[src/logic/tmr_irq_pkg.sv]
// Package: register map, field positions and shared types of the timer flags
package tmr_irq_pkg;
   // ----------------------------------------------------------------
   // Register byte addresses on the APB
   // ----------------------------------------------------------------
   localparam logic [7:0] ADDR_MASK = 8'h00;
   localparam logic [7:0] ADDR_MASK_EXT = 8'h04;
   localparam logic [7:0] ADDR_FLAGS = 8'h08;
   localparam logic [7:0] ADDR_FLAGS_EXT = 8'h0c;
   localparam logic [7:0] ADDR_CAP1_LO = 8'h10;
   localparam logic [7:0] ADDR_CAP1_HI = 8'h14;
   localparam logic [7:0] ADDR_CAP3_LO = 8'h18;
   localparam logic [7:0] ADDR_CAP3_HI = 8'h1c;
   localparam logic [7:0] ADDR_CTRL1 = 8'h20;
   localparam logic [7:0] ADDR_CTRL3 = 8'h24;
   localparam logic [7:0] ADDR_ACK = 8'h28;
   // ----------------------------------------------------------------
   // Field positions
   // ----------------------------------------------------------------
   localparam int BIT_WRAP_U1 = 7;
   localparam int BIT_MATCH_A_U1 = 6;
   localparam int BIT_MATCH_B_U1 = 5;
   localparam int BIT_CAPTURE_U1 = 3;
   localparam int BIT_CAPTURE_U3 = 5;
   localparam int BIT_MATCH_A_U3 = 4;
   localparam int BIT_MATCH_B_U3 = 3;
   localparam int BIT_WRAP_U3 = 2;
   // Control register: edge sel, filter en, comparator source
   localparam int BIT_EDGE = 0;
   localparam int BIT_FILTER = 1;
   localparam int BIT_COMP_SRC = 2;
   // ----------------------------------------------------------------
   // Reset values and counts
   // ----------------------------------------------------------------
   localparam logic [7:0] RESET_MASK = 8'h00;
   localparam logic [7:0] RESET_FLAGS = 8'h00;
   localparam logic [2:0] RESET_CTRL = 3'h0;
   localparam int FILTER_SAMPLES = 4;
   // ----------------------------------------------------------------
   // Per-unit timer events from the counter core
   // ----------------------------------------------------------------
   typedef struct packed {
      logic wrap;
      logic match_a;
      logic match_b;
      logic at_top;
      logic cap_is_top;
   } unit_events_t;
endpackage : tmr_irq_pkg

[src/logic/timer_irq_flags.sv]
// Flags, masks, capture registers and interrupt requests of two timers
//
// Design decisions made here: the APB slave port and the register offsets.
`timescale 1ns/1ps
`default_nettype none
//
// Contract
// - Capture event copies counter to capture register
// - Capture register may serve as top
// - Low byte read latches high byte
// - Request needs enable, global flag, flag
// - Unit 1 enables at 7,6,5,3, reset zero
// - Unit 3 enables at 5,4,3,2
// - Unit 1 flags at 7,6,5,3, reset zero
// - Unit 3 flags at 5,4,3,2
// - Wrap flag set on counter overflow
// - Match flag set cycle after equality
// - Forced compare never sets match flag
// - Capture flag on event, or at top
// - Vector execution clears its flag (code clears it only by a one written to the flag or ack register)
// - Writing one clears flag, zero keeps
// - Edge select: zero falling, one rising
// - Filter needs four equal samples
// - Capture pin off while capture is top
module timer_irq_flags
   import tmr_irq_pkg::*;
#(
   parameter int WIDTH = 16
) (
   // Clock and reset
   input wire logic pclk,
   input wire logic presetn,
   // APB slave
   input wire logic psel,
   input wire logic penable,
   input wire logic pwrite,
   input wire logic [7:0] paddr,
   input wire logic [31:0] pwdata,
   output logic [31:0] prdata,
   output logic pready,
   output logic pslverr,
   // Capture inputs
   input wire logic capture_pin_u1,
   input wire logic capture_pin_u3,
   input wire logic comparator_out,
   // Counter core events
   input wire logic [WIDTH-1:0] counter_value_u1,
   input wire logic [WIDTH-1:0] counter_value_u3,
   input wire unit_events_t events_u1,
   input wire unit_events_t events_u3,
   // CPU interrupt side and top values to the counter
   input wire logic global_irq_en,
   output logic [7:0] irq_req,
   output logic irq,
   output logic [WIDTH-1:0] top_value_u1,
   output logic [WIDTH-1:0] top_value_u3
);
   // -------------------------------------------------------------------
   // Registers
   // -------------------------------------------------------------------
   logic [7:0] timer_irq_mask;
   logic [7:0] timer_irq_mask_extended;
   logic [7:0] timer_irq_flags;
   logic [7:0] timer_irq_flags_extended;
   logic [2:0] ctrl_u1;
   logic [2:0] ctrl_u3;
   logic [7:0] temp_high;
   logic [WIDTH-1:0] capture_value_unit1;
   logic [WIDTH-1:0] capture_value_unit3;
   logic [3:0] set_u1;
   logic [3:0] set_u3;
   logic cap_ev_u1;
   logic cap_ev_u3;
   logic src_u1;
   logic [7:0] set_main;
   logic [7:0] set_ext;
   logic [7:0] clr_main;
   logic [7:0] clr_ext;
   logic [7:0] next_flags;
   logic [7:0] next_flags_ext;
   logic [7:0] pend_main;
   logic [7:0] pend_ext;
   logic [7:0] next_req;
   logic [31:0] next_rdata;
   logic next_err;
   logic wr;
   logic rd;
   logic setup;
   logic access;
   logic hit_mask;
   logic hit_mask_ext;
   logic hit_flags;
   logic hit_flags_ext;
   logic hit_cap1_lo;
   logic hit_cap1_hi;
   logic hit_cap3_lo;
   logic hit_cap3_hi;
   logic hit_ctrl1;
   logic hit_ctrl3;
   logic hit_ack;

   // -------------------------------------------------------------------
   // Bus phases and address decode
   // -------------------------------------------------------------------
   // Read data staged at setup; writes commit only at the completing
   // access edge, while a low capture read loads temp_high at setup
   assign setup = psel && !penable;
   assign access = psel && penable && pready;
   assign wr = access && pwrite;
   assign rd = setup && !pwrite;

   always_comb begin
      hit_mask = 1'b0;
      hit_mask_ext = 1'b0;
      hit_flags = 1'b0;
      hit_flags_ext = 1'b0;
      hit_cap1_lo = 1'b0;
      hit_cap1_hi = 1'b0;
      hit_cap3_lo = 1'b0;
      hit_cap3_hi = 1'b0;
      hit_ctrl1 = 1'b0;
      hit_ctrl3 = 1'b0;
      hit_ack = 1'b0;
      if (paddr == ADDR_MASK) begin
         hit_mask = 1'b1;
      end else if (paddr == ADDR_MASK_EXT) begin
         hit_mask_ext = 1'b1;
      end else if (paddr == ADDR_FLAGS) begin
         hit_flags = 1'b1;
      end else if (paddr == ADDR_FLAGS_EXT) begin
         hit_flags_ext = 1'b1;
      end else if (paddr == ADDR_CAP1_LO) begin
         hit_cap1_lo = 1'b1;
      end else if (paddr == ADDR_CAP1_HI) begin
         hit_cap1_hi = 1'b1;
      end else if (paddr == ADDR_CAP3_LO) begin
         hit_cap3_lo = 1'b1;
      end else if (paddr == ADDR_CAP3_HI) begin
         hit_cap3_hi = 1'b1;
      end else if (paddr == ADDR_CTRL1) begin
         hit_ctrl1 = 1'b1;
      end else if (paddr == ADDR_CTRL3) begin
         hit_ctrl3 = 1'b1;
      end else if (paddr == ADDR_ACK) begin
         hit_ack = 1'b1;
      end
   end

   // -------------------------------------------------------------------
   // Capture path
   // -------------------------------------------------------------------
   assign src_u1 = ctrl_u1[BIT_COMP_SRC] ? comparator_out : capture_pin_u1;

   capture_filter #(.SAMPLES(FILTER_SAMPLES)) filt_u1 (
      .pclk(pclk),
      .presetn(presetn),
      .filter_en(ctrl_u1[BIT_FILTER]),
      .edge_sel(ctrl_u1[BIT_EDGE]),
      .disable_cap(events_u1.cap_is_top),
      .capture_pin(src_u1),
      .capture_event(cap_ev_u1)
   );

   capture_filter #(.SAMPLES(FILTER_SAMPLES)) filt_u3 (
      .pclk(pclk),
      .presetn(presetn),
      .filter_en(ctrl_u3[BIT_FILTER]),
      .edge_sel(ctrl_u3[BIT_EDGE]),
      .disable_cap(events_u3.cap_is_top),
      .capture_pin(capture_pin_u3),
      .capture_event(cap_ev_u3)
   );

   capture_unit #(.WIDTH(WIDTH)) unit1 (
      .pclk(pclk),
      .presetn(presetn),
      .capture_event(cap_ev_u1),
      .counter_value(counter_value_u1),
      .ev(events_u1),
      .capture_value(capture_value_unit1),
      .set_req(set_u1)
   );

   capture_unit #(.WIDTH(WIDTH)) unit3 (
      .pclk(pclk),
      .presetn(presetn),
      .capture_event(cap_ev_u3),
      .counter_value(counter_value_u3),
      .ev(events_u3),
      .capture_value(capture_value_unit3),
      .set_req(set_u3)
   );

   // Capture register offered to the counter as top
   always_ff @(posedge pclk or negedge presetn) begin
      if (!presetn) begin
         top_value_u1 <= '0;
         top_value_u3 <= '0;
      end else begin
         top_value_u1 <= capture_value_unit1;
         top_value_u3 <= capture_value_unit3;
      end
   end

   // -------------------------------------------------------------------
   // Flag set and clear
   // -------------------------------------------------------------------
   always_comb begin
      set_main = 8'h00;
      set_ext = 8'h00;
      set_main[BIT_WRAP_U1] = set_u1[3];
      set_main[BIT_MATCH_A_U1] = set_u1[2];
      set_main[BIT_MATCH_B_U1] = set_u1[1];
      set_main[BIT_CAPTURE_U1] = set_u1[0];
      set_ext[BIT_WRAP_U3] = set_u3[3];
      set_ext[BIT_MATCH_A_U3] = set_u3[2];
      set_ext[BIT_MATCH_B_U3] = set_u3[1];
      set_ext[BIT_CAPTURE_U3] = set_u3[0];
   end

   // Vector ack word: low byte main, next byte extended
   always_comb begin
      clr_main = 8'h00;
      clr_ext = 8'h00;
      if (wr && hit_flags) begin
         clr_main = pwdata[7:0];
      end else if (wr && hit_flags_ext) begin
         clr_ext = pwdata[7:0];
      end else if (wr && hit_ack) begin
         clr_main = pwdata[7:0];
         clr_ext = pwdata[15:8];
      end
      // Set listed last so an event in the clear cycle survives
      next_flags = (timer_irq_flags & ~clr_main) | set_main;
      next_flags_ext = (timer_irq_flags_extended & ~clr_ext) | set_ext;
   end

   always_ff @(posedge pclk or negedge presetn) begin
      if (!presetn) begin
         timer_irq_flags <= RESET_FLAGS;
         timer_irq_flags_extended <= RESET_FLAGS;
      end else begin
         timer_irq_flags <= next_flags;
         timer_irq_flags_extended <= next_flags_ext;
      end
   end

   // -------------------------------------------------------------------
   // Masks and control
   // -------------------------------------------------------------------
   always_ff @(posedge pclk or negedge presetn) begin
      if (!presetn) begin
         timer_irq_mask <= RESET_MASK;
         timer_irq_mask_extended <= RESET_MASK;
         ctrl_u1 <= RESET_CTRL;
         ctrl_u3 <= RESET_CTRL;
      end else if (wr) begin
         if (hit_mask) begin
            timer_irq_mask <= pwdata[7:0];
         end else if (hit_mask_ext) begin
            timer_irq_mask_extended <= pwdata[7:0];
         end else if (hit_ctrl1) begin
            ctrl_u1 <= pwdata[2:0];
         end else if (hit_ctrl3) begin
            ctrl_u3 <= pwdata[2:0];
         end
      end
   end

   // -------------------------------------------------------------------
   // Interrupt requests
   // -------------------------------------------------------------------
   // Enable, global flag and flag must all hold
   assign pend_main = timer_irq_mask & timer_irq_flags &
      {8{global_irq_en}};
   assign pend_ext = timer_irq_mask_extended & timer_irq_flags_extended &
      {8{global_irq_en}};

   // Vector lines: unit 1 wrap, a, b, cap, then unit 3 same order
   assign next_req = {pend_main[BIT_WRAP_U1], pend_main[BIT_MATCH_A_U1],
      pend_main[BIT_MATCH_B_U1], pend_main[BIT_CAPTURE_U1],
      pend_ext[BIT_WRAP_U3], pend_ext[BIT_MATCH_A_U3],
      pend_ext[BIT_MATCH_B_U3], pend_ext[BIT_CAPTURE_U3]};

   always_ff @(posedge pclk or negedge presetn) begin
      if (!presetn) begin
         irq_req <= 8'h00;
         irq <= 1'b0;
      end else begin
         irq_req <= next_req;
         irq <= |next_req;
      end
   end

   // -------------------------------------------------------------------
   // Read path with shared high-byte latch
   // -------------------------------------------------------------------
   // Low read grabs high byte so a later high read is coherent
   always_ff @(posedge pclk or negedge presetn) begin
      if (!presetn) begin
         temp_high <= 8'h00;
      end else if (rd && hit_cap1_lo) begin
         temp_high <= capture_value_unit1[15:8];
      end else if (rd && hit_cap3_lo) begin
         temp_high <= capture_value_unit3[15:8];
      end
   end

   always_comb begin
      next_rdata = 32'h0000_0000;
      next_err = 1'b0;
      if (hit_mask) begin
         next_rdata[7:0] = timer_irq_mask;
      end else if (hit_mask_ext) begin
         next_rdata[7:0] = timer_irq_mask_extended;
      end else if (hit_flags) begin
         next_rdata[7:0] = timer_irq_flags;
      end else if (hit_flags_ext) begin
         next_rdata[7:0] = timer_irq_flags_extended;
      end else if (hit_cap1_lo) begin
         next_rdata[7:0] = capture_value_unit1[7:0];
      end else if (hit_cap3_lo) begin
         next_rdata[7:0] = capture_value_unit3[7:0];
      end else if (hit_cap1_hi || hit_cap3_hi) begin
         next_rdata[7:0] = temp_high;
      end else if (hit_ctrl1) begin
         next_rdata[2:0] = ctrl_u1;
      end else if (hit_ctrl3) begin
         next_rdata[2:0] = ctrl_u3;
      end else if (hit_ack) begin
         next_rdata = 32'h0000_0000;
      end else begin
         next_err = 1'b1;
      end
   end

   // No wait state: answer in the first access cycle of every transfer
   always_ff @(posedge pclk or negedge presetn) begin
      if (!presetn) begin
         prdata <= 32'h0000_0000;
         pready <= 1'b0;
         pslverr <= 1'b0;
      end else begin
         pready <= setup;
         pslverr <= setup && next_err;
         if (rd) begin
            prdata <= next_rdata;
         end
      end
   end
endmodule : timer_irq_flags
`default_nettype wire

[src/logic/capture_filter.sv]
// Capture input noise filter and edge detector for one timer unit
`timescale 1ns/1ps
`default_nettype none
module capture_filter
   import tmr_irq_pkg::*;
#(
   parameter int SAMPLES = FILTER_SAMPLES
) (
   // Clock and reset
   input wire logic pclk,
   input wire logic presetn,
   // Control
   input wire logic filter_en,
   input wire logic edge_sel,
   input wire logic disable_cap,
   // Input and event
   input wire logic capture_pin,
   output logic capture_event
);
   logic [SAMPLES-1:0] hist;
   logic filtered;
   logic prev;
   logic level;

   always_ff @(posedge pclk or negedge presetn) begin
      if (!presetn) begin
         hist <= '0;
      end else begin
         hist <= {hist[SAMPLES-2:0], capture_pin};
      end
   end

   // Output moves only after four equal samples
   always_ff @(posedge pclk or negedge presetn) begin
      if (!presetn) begin
         filtered <= 1'b0;
      end else if (&hist) begin
         filtered <= 1'b1;
      end else if (~|hist) begin
         filtered <= 1'b0;
      end
   end

   assign level = filter_en ? filtered : capture_pin;

   always_ff @(posedge pclk or negedge presetn) begin
      if (!presetn) begin
         prev <= 1'b0;
      end else begin
         prev <= level;
      end
   end

   // Edge choice: one rising, zero falling; pin cut off at top
   assign capture_event = !disable_cap &&
      (edge_sel ? (level && !prev) : (!level && prev));
endmodule : capture_filter
`default_nettype wire

[src/logic/capture_unit.sv]
// Capture register and flag setting for one 16-bit timer unit
`timescale 1ns/1ps
`default_nettype none
module capture_unit
   import tmr_irq_pkg::*;
#(
   parameter int WIDTH = 16
) (
   // Clock and reset
   input wire logic pclk,
   input wire logic presetn,
   // Events in
   input wire logic capture_event,
   input wire logic [WIDTH-1:0] counter_value,
   input wire unit_events_t ev,
   // Results
   output logic [WIDTH-1:0] capture_value,
   output logic [3:0] set_req
);
   // Counter copied on each capture event unless capture is top
   always_ff @(posedge pclk or negedge presetn) begin
      if (!presetn) begin
         capture_value <= '0;
      end else if (capture_event && !ev.cap_is_top) begin
         capture_value <= counter_value;
      end
   end

   // Order: wrap, match a, match b, capture
   // Match is the registered compare; forced strobes never reach here
   assign set_req[3] = ev.wrap;
   assign set_req[2] = ev.match_a;
   assign set_req[1] = ev.match_b;
   // At top the flag follows the counter, not the pin
   assign set_req[0] = ev.cap_is_top ? ev.at_top : capture_event;
endmodule : capture_unit
`default_nettype wire

[config.mk]
export PLATFORM = sky130hd
export DESIGN_NAME = timer_irq_flags
export DESIGN_NICKNAME = d
export VERILOG_FILES = /design/src/logic/tmr_irq_pkg.sv /design/src/logic/timer_irq_flags.sv /design/src/logic/capture_filter.sv /design/src/logic/capture_unit.sv
export SDC_FILE = /design/constraint.sdc
export NUM_CORES = 1
export LEC_CHECK = 0
export BUFFER_PORTS_ARGS = -buffer_cell sky130_fd_sc_hd__buf_2
export CORE_MARGIN = 5
export CORE_UTILIZATION = 43
export CTS_CLUSTER_SIZE = 20
export DETAILED_ROUTE_END_ITERATION = 8
export HOLD_SLACK_MARGIN = 0.1
export PLACE_DENSITY_LB_ADDON = 0.25
export SYNTH_ARGS = -nofsm -noshare
export SYNTH_HDL_FRONTEND = slang
export SYNTH_SLANG_ARGS = --single-unit
[constraint.sdc]
create_clock -name pclk -period 4.4 [get_ports pclk]
set_clock_uncertainty 0.1 [all_clocks]
set_input_delay 0.66 -clock pclk [delete_from_list [all_inputs] [get_ports pclk]]
set_output_delay 0.66 -clock pclk [all_outputs]
set_load 0.01 [all_outputs]
==> flow_summary_export.csv, run 1 <==
group,metric,value,unit
status,run_status,"completed",
critical_path,path_buf_inv,1,
route,routedWlPerCell,18.5,µm
job,drv_cap,0,
power_and_ir_drop,leakagePower,3.49,nW
route,drt-pass1-iter-count,7,
sta,max_slew_margin,0.221,
floorplanning,num_rows,43,
global_routing,grt_pass1_vias,4406,
placed_design,gp_congestion,0.821,
global_routing,grt_pass1_wl,23100,µm
critical_path,path_max_fanout,9,
global_routing,grt.overflow.total,0,
critical_path,path_common_cell,"nand2_1",
clock_network,cts_max_level,4,
clock_network,hold_buffers,0,
finish,instances_no_fill,787,
yosys,ys_types,51,
placed_design,place_inst,754,
finish,drive_gt1_frac,0.377,
finish,syn_to_final_growth,21.4,%
global_routing,grt_max_degree,79,
clock_network,postCtsSetupBuffers,0,
route,via_per_inst,5.32,
finish,final_nets,684,
global_routing,antenna_found_initial,2,
critical_path,crit_arrival,2.63,ns
clock_network,cts_tree,"done",
route,postRouteWirelength,14500,µm
clock_network,insertion_delay,0.42,ns
critical_path,start_kind,"input pin",
placed_design,io_buffers,125,
floorplanning,core_area,0.0137,mm²
route,vias,4186,
sta,holdWs,0.179,ns
clock_network,clock_tree.root_cell,"clkbuf_16",
floorplanning,die_area,0.0163,mm²
power_and_ir_drop,vdd_drop_max,0.000262,V
clock_network,clkSlewWorstSetupHoldPaths,0.05,ns
global_routing,grtUsageTotal,0.187,
yosys,synth_seq_cells,141,
min_path,hp-class,"input pin to async pin",
floorplanning,die_w,128,µm
critical_path,path_cells,"buf_2 -> or3_1 -> nor4_2 -> nand2_1 -> a22oi_1 -> nand2_1",
clock_network,cts_buffers,17,
critical_path,crit_start,"paddr[4]",
sta,max_slew.worst_pin.slew,1.16,ns
sta,finalHoldViolCount,0,
clock_network,cts_buffer_depth,2,
critical_path,crit_type,"input pin to register",
sta,period_needed,2.47,ns
route,drt_iter0_drc,281,
sta,finalSetupViolations,0,
yosys,synth_seq_area_share,0.593,
critical_path,slowest_stage,"nor4_2",
sta,rsz0062_at_grt,"no",
critical_path,required,4.56,ns
critical_path,critical_path.top_delay_family,"simple AND/OR/NAND/NOR gates",
yosys,synth_cells,463,
sta,fin_crit_sh,0.561,
critical_path,endpoint_kind,"register",
critical_path,timing.rr.start,"ctrl_u1[2]",
critical_path,critPathMaxStageDelay,1.00,ns
placed_design,dp_hpwl,10400,µm
clock_network,post_cts_resized,0,
route,ant_nets,0,
yosys,postSynthAreaPerCell,12.9,µm²
floorplanning,die_height,128,µm
power_and_ir_drop,p_per_area,442,mW/mm²
sta,maxSlewViolCount,0,
floorplanning,pin_count,166,
yosys,synth.cell_area,0.00595,mm²
route,drc,0,
sta,fmax,405,MHz
sta,fin_setup_tns,0,ns
floorplanning,start_util,0.434,
clock_network,clock-sinks,141,
yosys,yosysWarnings,0,
## path summary, 6_finish.rpt
check                                         endpoint  cells past startpoint  slack [ns]
worst max register to register  unit1.capture_value[2]                      4        2.06
worst max-delay path                timer_irq_flags[3]                      6        1.93
max in group asynchronous             top_value_u1[13]                      2        3.09
worst min-delay path                timer_irq_flags[6]                      1        0.18
worst min register to register        top_value_u3[10]                      0        0.29
min in group pclk                      filt_u3.hist[0]                      1        0.28
## synth_stat cells, drive strengths merged
cell	n	area [µm²]
a211oi	3	22.5
a21boi	4	30.0
a21o	7	52.6
a21oi	21	120
a221o	4	40.0
a221oi	5	43.8
a222oi	5	50.1
a22oi	7	52.6
a31o	2	17.5
a31oi	3	18.8
a32o	5	50.1
and2	1	6.26
and3	10	62.6
and4	1	8.76
buf	34	251
clkbuf	8	30.0
conb	1	3.75
dfrtp	141	3530
inv	9	33.8
mux2	56	672
mux2i	12	120
nand2	22	82.6
nand2b	5	31.3
nand3	16	85.1
nand4	5	31.3
nor2	23	88.8
nor2b	1	6.26
nor3	11	82.6
nor3b	2	15.0
nor4	5	43.8
nor4b	3	71.3
o2111a	1	11.3
o2111ai	1	8.76
o21ai	13	65.1
o221ai	1	8.76
o31ai	6	45.0
or2	2	12.5
or3	6	37.5
or3b	1	8.76
## per-layer routing
layer,global-route usage,wire [µm]
met1,0.243,5950
met4,0.0849,454
met3,0.0652,1120
met2,0.284,7000
met5,0,0
## through the flow
step,instance area (µm²),util,power (mW),setup WS (ns)
after global placement,6650,0.485,1.85,1.58
final,7220,0.526,3.19,1.93
after global routing,7220,0.526,3.33,1.80
after CTS,7220,0.526,3.23,1.97
after floorplan,6040,-,1.69,2.15
after detailed placement,6650,0.485,1.86,1.52
## state kept, by name, summed over array words and instances, names as in the netlist, 16 cells and up
signal               cells
top_value_u3            16
unit1.capture_value     16
top_value_u1            16
unit3.capture_value     16
## logic make-up after synthesis
kind of cell	after synthesis	share of synthesized area
flip-flops	141	0.593
AND/OR/NAND/NOR	114	0.113
AO/OA/AOI/OAI	88	0.107
multiplexers	68	0.133
buffers and inverters	51	0.0530
other	1	0.000630
## cells in the final DEF (no fill, tap or decap), types with 8 or more instances in the layout
cell type and n:
nor2_1 22, nand2_1 22, a21oi_1 19, and3_1 10
mux2i_1 12, inv_1 9, dfrtp_1 141, buf_2 124
o21ai_0 13, clkbuf_16 17, mux2_2 43, mux2_4 11
nand3_1 15, conb_1 24, nor3_1 8
## layout make-up
cell class	count	area (µm²)
clock inverter	10	116
fill	1206	6500
antenna	2	5.00
timing repair buffer	130	669
tap	180	225
clock buffer	21	450
inverter	9	33.8
multi-input combinational	294	2190
sequential	141	3530
## power breakdown
group	switching, mW	internal [mW]
clock	0.520	0.844
combinational	0.181	0.150
sequential	0.0718	1.43
## worst reg2reg max path: cells and delay by family (launching register included)
family	cells	cell delay, ns
DFF	1	0.43
AOI/OAI and AO/OA	1	0.65
muxes	3	1.04
Note: power is estimated with default switching activity, not from simulation.
==> run 2, diff against run 1 <==
--- a/config.mk
+++ b/config.mk
@@ -5,6 +5,7 @@
 export SDC_FILE = /design/constraint.sdc
 export NUM_CORES = 1
 export LEC_CHECK = 0
+export ABC_AREA = 1
 export BUFFER_PORTS_ARGS = -buffer_cell sky130_fd_sc_hd__buf_2
 export CORE_MARGIN = 5
 export CORE_UTILIZATION = 43
==> constraint.sdc (replaced) <==
create_clock -name pclk -period 2.4 [get_ports pclk]
set_clock_uncertainty 0.1 [all_clocks]
set_input_delay 0.36 -clock pclk [delete_from_list [all_inputs] [get_ports pclk]]
set_output_delay 0.36 -clock pclk [all_outputs]
set_load 0.01 [all_outputs]
==> run 2 against run 1 <==
Effect of this change:
- critical path depth stayed put
- cell count is 29% higher
- critical endpoint is now timer_irq_flags_extended[6]
- design area is 8.8% higher
- synthesized area is 2.2% higher
- core utilization is 4.0 points higher
- via count is 17% higher
==> flow_summary_export.csv, run 2 <==
group,metric,value,unit
critical_path,crit_type,"input pin to register",
yosys,synth_top_area_cell,"dfrtp_1",
placed_design,io_buffers,125,
critical_path,path_common_cell,"dlygate4sd3_1",
finish,fillers,1241,
sta,period_needed,2.15,ns
critical_path,slowest_stage,"dlygate4sd3_1",
power_and_ir_drop,p_sw_frac,0.237,
route,ant_nets,0,
yosys,synth_edf_count,0,
floorplanning,num_rows,43,
finish,syn_to_final_growth,29.2,%
floorplanning,die_height,129,µm
yosys,ys_top_cells_by_area,"dfrtp_1 (58%), nand2_1 (9.1%), inv_1 (4.9%), o21ai_0 (3.5%), buf_4 (3.0%)",
min_path,hold_depth,3,
finish,final_nets,914,
yosys,post-synth-top-count-cell,"nand2_1",
finish,final_cell_mix,"nand2_1 (148), dfrtp_1 (141), buf_2 (124)",
yosys,ys_types,39,
global_routing,met2_usage,0.323,
placed_design,gp_congestion,0.870,
sta,finalSetupViolations,0,
min_path,hp-class,"input pin to register",
global_routing,grtUsageMet3,0.0498,
finish,diodes,0,
global_routing,globalRouteMet1Util,0.252,
global_routing,antenna_found_initial,0,
yosys,synth.cell_area,0.00608,mm²
route,postRouteWirelength,15500,µm
power_and_ir_drop,seqPwrFrac,0.455,
sta,maxSlewViolCount,0,
critical_path,endpoint_kind,"register",
critical_path,path_cells,"dlygate4sd3_1 -> buf_2 -> nand4_2 -> nor2_4 -> a221oi_1 -> dlygate4sd3_1",
clock_network,insertion_delay,0.42,ns
clock_network,cts_buffers,17,
critical_path,path_max_fanout,9,
yosys,synth.cells.most_frequent,"nand2_1 (148), dfrtp_1 (141), inv_1 (79), o21ai_0 (42), nor2_1 (40)",
route,via_per_inst,4.81,
clock_network,post_cts_resized,0,
clock_network,cts_buffer_depth,2,
yosys,async_reset_ff_frac,1.00,
route,drt_iter0_drc,354,
critical_path,critical_path.top_delay_family,"buffers and inverters",
clock_network,clock-sinks,141,
sta,finalHoldViolCount,0,
sta,holdWs,0.104,ns
global_routing,top_usage_layer,"met2",
critical_path,crit_arrival,2.35,ns
floorplanning,die_w,129,µm
finish,layout_commonest_cell,"nand2_1",
job,drv_cap,0,
power_and_ir_drop,switching_power,1.39,mW
sta,rsz0062_at_grt,"no",
global_routing,grt_max_degree,53,
critical_path,path_buf_inv,3,
floorplanning,pin_count,166,
floorplanning,die_area,0.0166,mm²
critical_path,required,2.60,ns
route,drc,0,
critical_path,critPathMaxStageDelay,0.57,ns
sta,fmax,466,MHz
power_and_ir_drop,vdd_drop_max,0.000485,V
yosys,postSynthAreaPerCell,9.51,µm²
yosys,synth_seq_area_share,0.580,
yosys,synth_top_area_share,0.580,
floorplanning,core_area,0.0139,mm²
route,drt-pass1-iter-count,5,
placed_design,dp_hpwl,11300,µm
route,routedWlPerCell,15.2,µm
power_and_ir_drop,p_int,4.49,mW
power_and_ir_drop,p_per_area,748,mW/mm²
global_routing,grtUsageTotal,0.195,
yosys,yosysWarnings,0,
clock_network,clock_tree.root_cell,"clkbuf_16",
power_and_ir_drop,leakagePower,4.11,nW
yosys,synth_ff_type,"dfrtp_1",
critical_path,worst-path-stages,6,
power_and_ir_drop,power_frac_comb,0.096,
sta,max_slew.worst_pin.slew,0.514,ns
sta,max_slew_margin,0.657,
clock_network,cts_tree,"done",
sta,fin_crit_sh,0.895,
global_routing,grt_pass1_wl,25100,µm
yosys,synth_seq_cells,141,
floorplanning,start_util,0.438,
sta,fin_setup_tns,0,ns
status,run_status,"completed",
critical_path,start_kind,"input pin",
finish,drive_gt1_frac,0.256,
yosys,synth_cells,639,
route,vias,4881,
power_and_ir_drop,p_total,5.88,mW
global_routing,grt.overflow.total,0,
global_routing,grt_pass1_vias,4952,
power_and_ir_drop,pwr-share-clk,0.449,
clock_network,cts_max_level,4,
clock_network,clkSlewWorstSetupHoldPaths,0.05,ns
critical_path,ff2ff_path_depth,4,
run 2: changes by cell type in the layout (fill, tap and decap cells not counted), sizes merged, moves of 10 or more:
cell         delta
dlygate4sd3    +46
nor2           +32
nor3           -10
mux2           -56
inv            +78
nand2         +134
o21ai          +59
run 2: worst paths after layout:
check	start	end	slack, ns
max	penable	timer_irq_flags_extended[6]	0.25
min	events_u3[0]	timer_irq_flags_extended[5]	0.10
max reg2reg	pready	timer_irq_flags_extended[6]	0.40
min reg2reg	unit3.capture_value[1]	top_value_u3[1]	0.27
max in group asynchronous	presetn	timer_irq_flags[5]	1.18
min in group asynchronous	presetn	top_value_u3[12]	0.33
run 2: metal layers:
| metal | part of all wire | wire length (µm) |
|---|---|---|
| met5 | 0 | 0 |
| met4 | 0.016 | 246 |
| met3 | 0.073 | 1130 |
| met2 | 0.48 | 7430 |
| met1 | 0.43 | 6650 |
run 2: metrics by stage:
step                      instance area (µm²)  cells  worst slack, ns  utilization
after global placement                   6800    938            0.452        0.490
after floorplan                          6170    662            0.856            -
after CTS                                7860   1015            0.274        0.566
after global routing                     7860   1015            0.194        0.566
after detailed placement                 6800    938            0.404        0.490
final                                    7860   1015            0.252        0.566
run 2: cell type report:
cell class / instances / area (µm²) / share of cell area
Sequential cell: 141 / 3530 / 0.449
Multi-Input combinational cell: 398 / 2020 / 0.257
Timing Repair Buffer: 178 / 1160 / 0.147
Clock buffer: 21 / 460 / 0.0586
Inverter: 87 / 327 / 0.0416
Tap cell: 180 / 225 / 0.0287
Clock inverter: 10 / 139 / 0.0177
run 2: power by group through the flow:
stage	Clock [mW]	Combinational (mW)	Sequential [mW]
2_1_floorplan	0	0.237	2.73
3_3_place_gp	0	0.499	2.71
3_5_place_dp	0	0.512	2.72
4_1_cts	2.69	0.572	2.68
5_1_grt	2.79	0.630	2.70
6_report	2.64	0.564	2.68
run 2: logic make-up after synthesis:
logic type / count (synthesis) / synth area share
buffers and inverters: 123 / 0.101
other: 1 / 0.000617
AO/OA/AOI/OAI: 113 / 0.110
AND/OR/NAND/NOR: 258 / 0.203
multiplexers: 3 / 0.00494
flip-flops: 141 / 0.580
run 2: what timing repair did:
action,in CTS,in global routing
hold buffers,46,0
hold endpoints to repair,87,0
setup buffers,0,0
run 2: worst min-delay path: cells and delay by family:
family	cells	cell delay, ns
buffers and inverters	1	0.09
AND/OR/NAND/NOR	2	0.14
==> run 3, diff against run 2 <==
--- a/config.mk
+++ b/config.mk
@@ -9,6 +9,7 @@
 export BUFFER_PORTS_ARGS = -buffer_cell sky130_fd_sc_hd__buf_2
 export CORE_MARGIN = 5
 export CORE_UTILIZATION = 43
+export CTS_BUF_LIST = sky130_fd_sc_hd__clkbuf_4 sky130_fd_sc_hd__clkbuf_8
 export CTS_CLUSTER_SIZE = 20
 export DETAILED_ROUTE_END_ITERATION = 8
 export HOLD_SLACK_MARGIN = 0.1
==> run 3 against run 2 <==
Effect of this change:
- maximum frequency fell by 5.3%
- critical endpoint is now timer_irq_flags_extended[4]
- combinational power rose by 2%
- sequential share of layout area rose by 0.43 points
- critical path type unchanged
- largest power group unchanged
==> flow_summary_export.csv, run 3 (same netlist as run 2, synthesis figures left out) <==
group,metric,value,unit
placed_design,io_buffers,125,
route,drt-pass1-iter-count,5,
power_and_ir_drop,vdd_drop_max,0.000339,V
finish,layout_commonest_cell,"nand2_1",
global_routing,grt_pass1_vias,4961,
clock_network,clkSlewWorstSetupHoldPaths,0.07,ns
critical_path,path_cells,"dlygate4sd3_1 -> buf_2 -> nand4_2 -> nor2_4 -> nand2_1 -> a31o_1 -> dlygate4sd3_1",
finish,final_nets,925,
floorplanning,start_util,0.438,
route,routedWlPerCell,14.9,µm
critical_path,crit_arrival,2.50,ns
critical_path,endpoint_kind,"register",
critical_path,start_kind,"input pin",
sta,rsz0062_at_grt,"no",
global_routing,grt_pass1_wl,24900,µm
route,vias,4896,
finish,drive_gt1_frac,0.255,
placed_design,dp_hpwl,11300,µm
global_routing,grt_max_degree,53,
status,run_status,"completed",
sta,fin_crit_sh,0.945,
critical_path,crit_type,"input pin to register",
power_and_ir_drop,leakagePower,4.08,nW
sta,max_slew.worst_pin.slew,0.513,ns
sta,fin_setup_tns,0,ns
placed_design,gp_congestion,0.870,
floorplanning,num_rows,43,
global_routing,grt.overflow.total,0,
sta,finalSetupViolations,0,
global_routing,grtUsageTotal,0.193,
sta,period_needed,2.27,ns
critical_path,path_common_cell,"dlygate4sd3_1",
sta,maxSlewViolCount,0,
job,drv_cap,0,
clock_network,cts_buffer_depth,2,
clock_network,cts_tree,"done",
route,ant_nets,0,
min_path,hp-class,"input pin to register",
route,drc,0,
sta,max_slew_margin,0.657,
critical_path,critPathMaxStageDelay,0.55,ns
power_and_ir_drop,p_per_area,670,mW/mm²
route,postRouteWirelength,15300,µm
floorplanning,core_area,0.0139,mm²
clock_network,clock_tree.root_cell,"clkbuf_8",
sta,fmax,441,MHz
clock_network,insertion_delay,0.45,ns
global_routing,antenna_found_initial,0,
finish,diodes,0,
floorplanning,die_area,0.0166,mm²
finish,fin_util,0.561,
clock_network,post_cts_resized,0,
route,via_per_inst,4.77,
floorplanning,die_w,129,µm
clock_network,clock-sinks,141,
floorplanning,die_height,129,µm
sta,finalHoldViolCount,0,
floorplanning,pin_count,166,
finish,final_cell_mix,"nand2_1 (148), dfrtp_1 (141), buf_2 (124)",
clock_network,cts_buffers,17,
critical_path,path_max_fanout,9,
critical_path,required,2.63,ns
finish,syn_to_final_growth,28.0,%
route,drt_iter0_drc,293,
critical_path,slowest_stage,"dlygate4sd3_1",
clock_network,cts_max_level,4,
[run 3: cell types whose count changed in the layout (fill, tap and decap cells not counted), sizes merged]
cell and change:
dlygate4sd3 +11
[run 3: timing repair]
item,in CTS,in global routing
buffers inserted,0,0
hold endpoints to repair,96,0
hold buffers,57,0
[run 3: metal layers]
metal | wire length [µm] | global-route usage | vias up
li1 | - | - | 2375
met1 | 6590 | 0.251 | 2319
met2 | 7310 | 0.314 | 184
met3 | 1150 | 0.0515 | 18
met4 | 277 | 0.0661 | 0
met5 | 0 | 0 | -
[run 3: where the power goes]
| part | internal (mW) | switching (mW) | total (mW) | leakage [nW] |
|---|---|---|---|---|
| Sequential | 2.56 | 0.108 | 2.67 | 1.76 |
| Clock | 1.10 | 0.867 | 1.97 | 0.201 |
| Combinational | 0.247 | 0.328 | 0.575 | 2.12 |
| Total | 3.91 | 1.30 | 5.21 | 4.08 |
[run 3: layout make-up]
class	instances	area [µm²]
fillers	1249	6100
repair buffers	189	1270
well taps	180	225
inverters	87	327
clock buffers	21	277
flip-flops and latches	141	3530
clock inverters	10	139
multi-input cells	398	2020
[run 3: stage by stage]
step / instances / total power [mW] / setup WS, ns / hold slack, ns / cell area, µm²
after CTS: 1026 / 5.28 / 0.178 / 0.105 / 7780
after global routing: 1026 / 5.45 / 0.0679 / 0.114 / 7780
after detailed placement: 938 / 3.23 / 0.404 / 0.210 / 6800
after global placement: 938 / 3.21 / 0.452 / 0.206 / 6800
after floorplan: 662 / 2.97 / 0.856 / -0.0356 / 6170
final: 1026 / 5.21 / 0.131 / 0.134 / 7780
[run 3: worst max-delay path: cells and delay by family]
kind	cells	cell delay [ns]
simple gates	3	0.70
buf+inv	3	1.22
compound gates	1	0.21
[run 3: final timing paths]
| path | startpoint | slack, ns | to | depth (start not counted) |
|---|---|---|---|---|
| setup / recovery | penable | 0.13 | timer_irq_flags_extended[4] | 7 |
| hold / removal | pwdata[11] | 0.13 | timer_irq_flags_extended[3] | 3 |
| setup reg to reg | pready | 0.26 | timer_irq_flags_extended[4] | 5 |
| hold reg to reg | unit1.capture_value[3] | 0.28 | top_value_u1[3] | 0 |
| max in group asynchronous | presetn | 1.21 | timer_irq_flags[6] | 3 |
| min in group asynchronous | presetn | 0.30 | unit3.capture_value[9] | 2 |
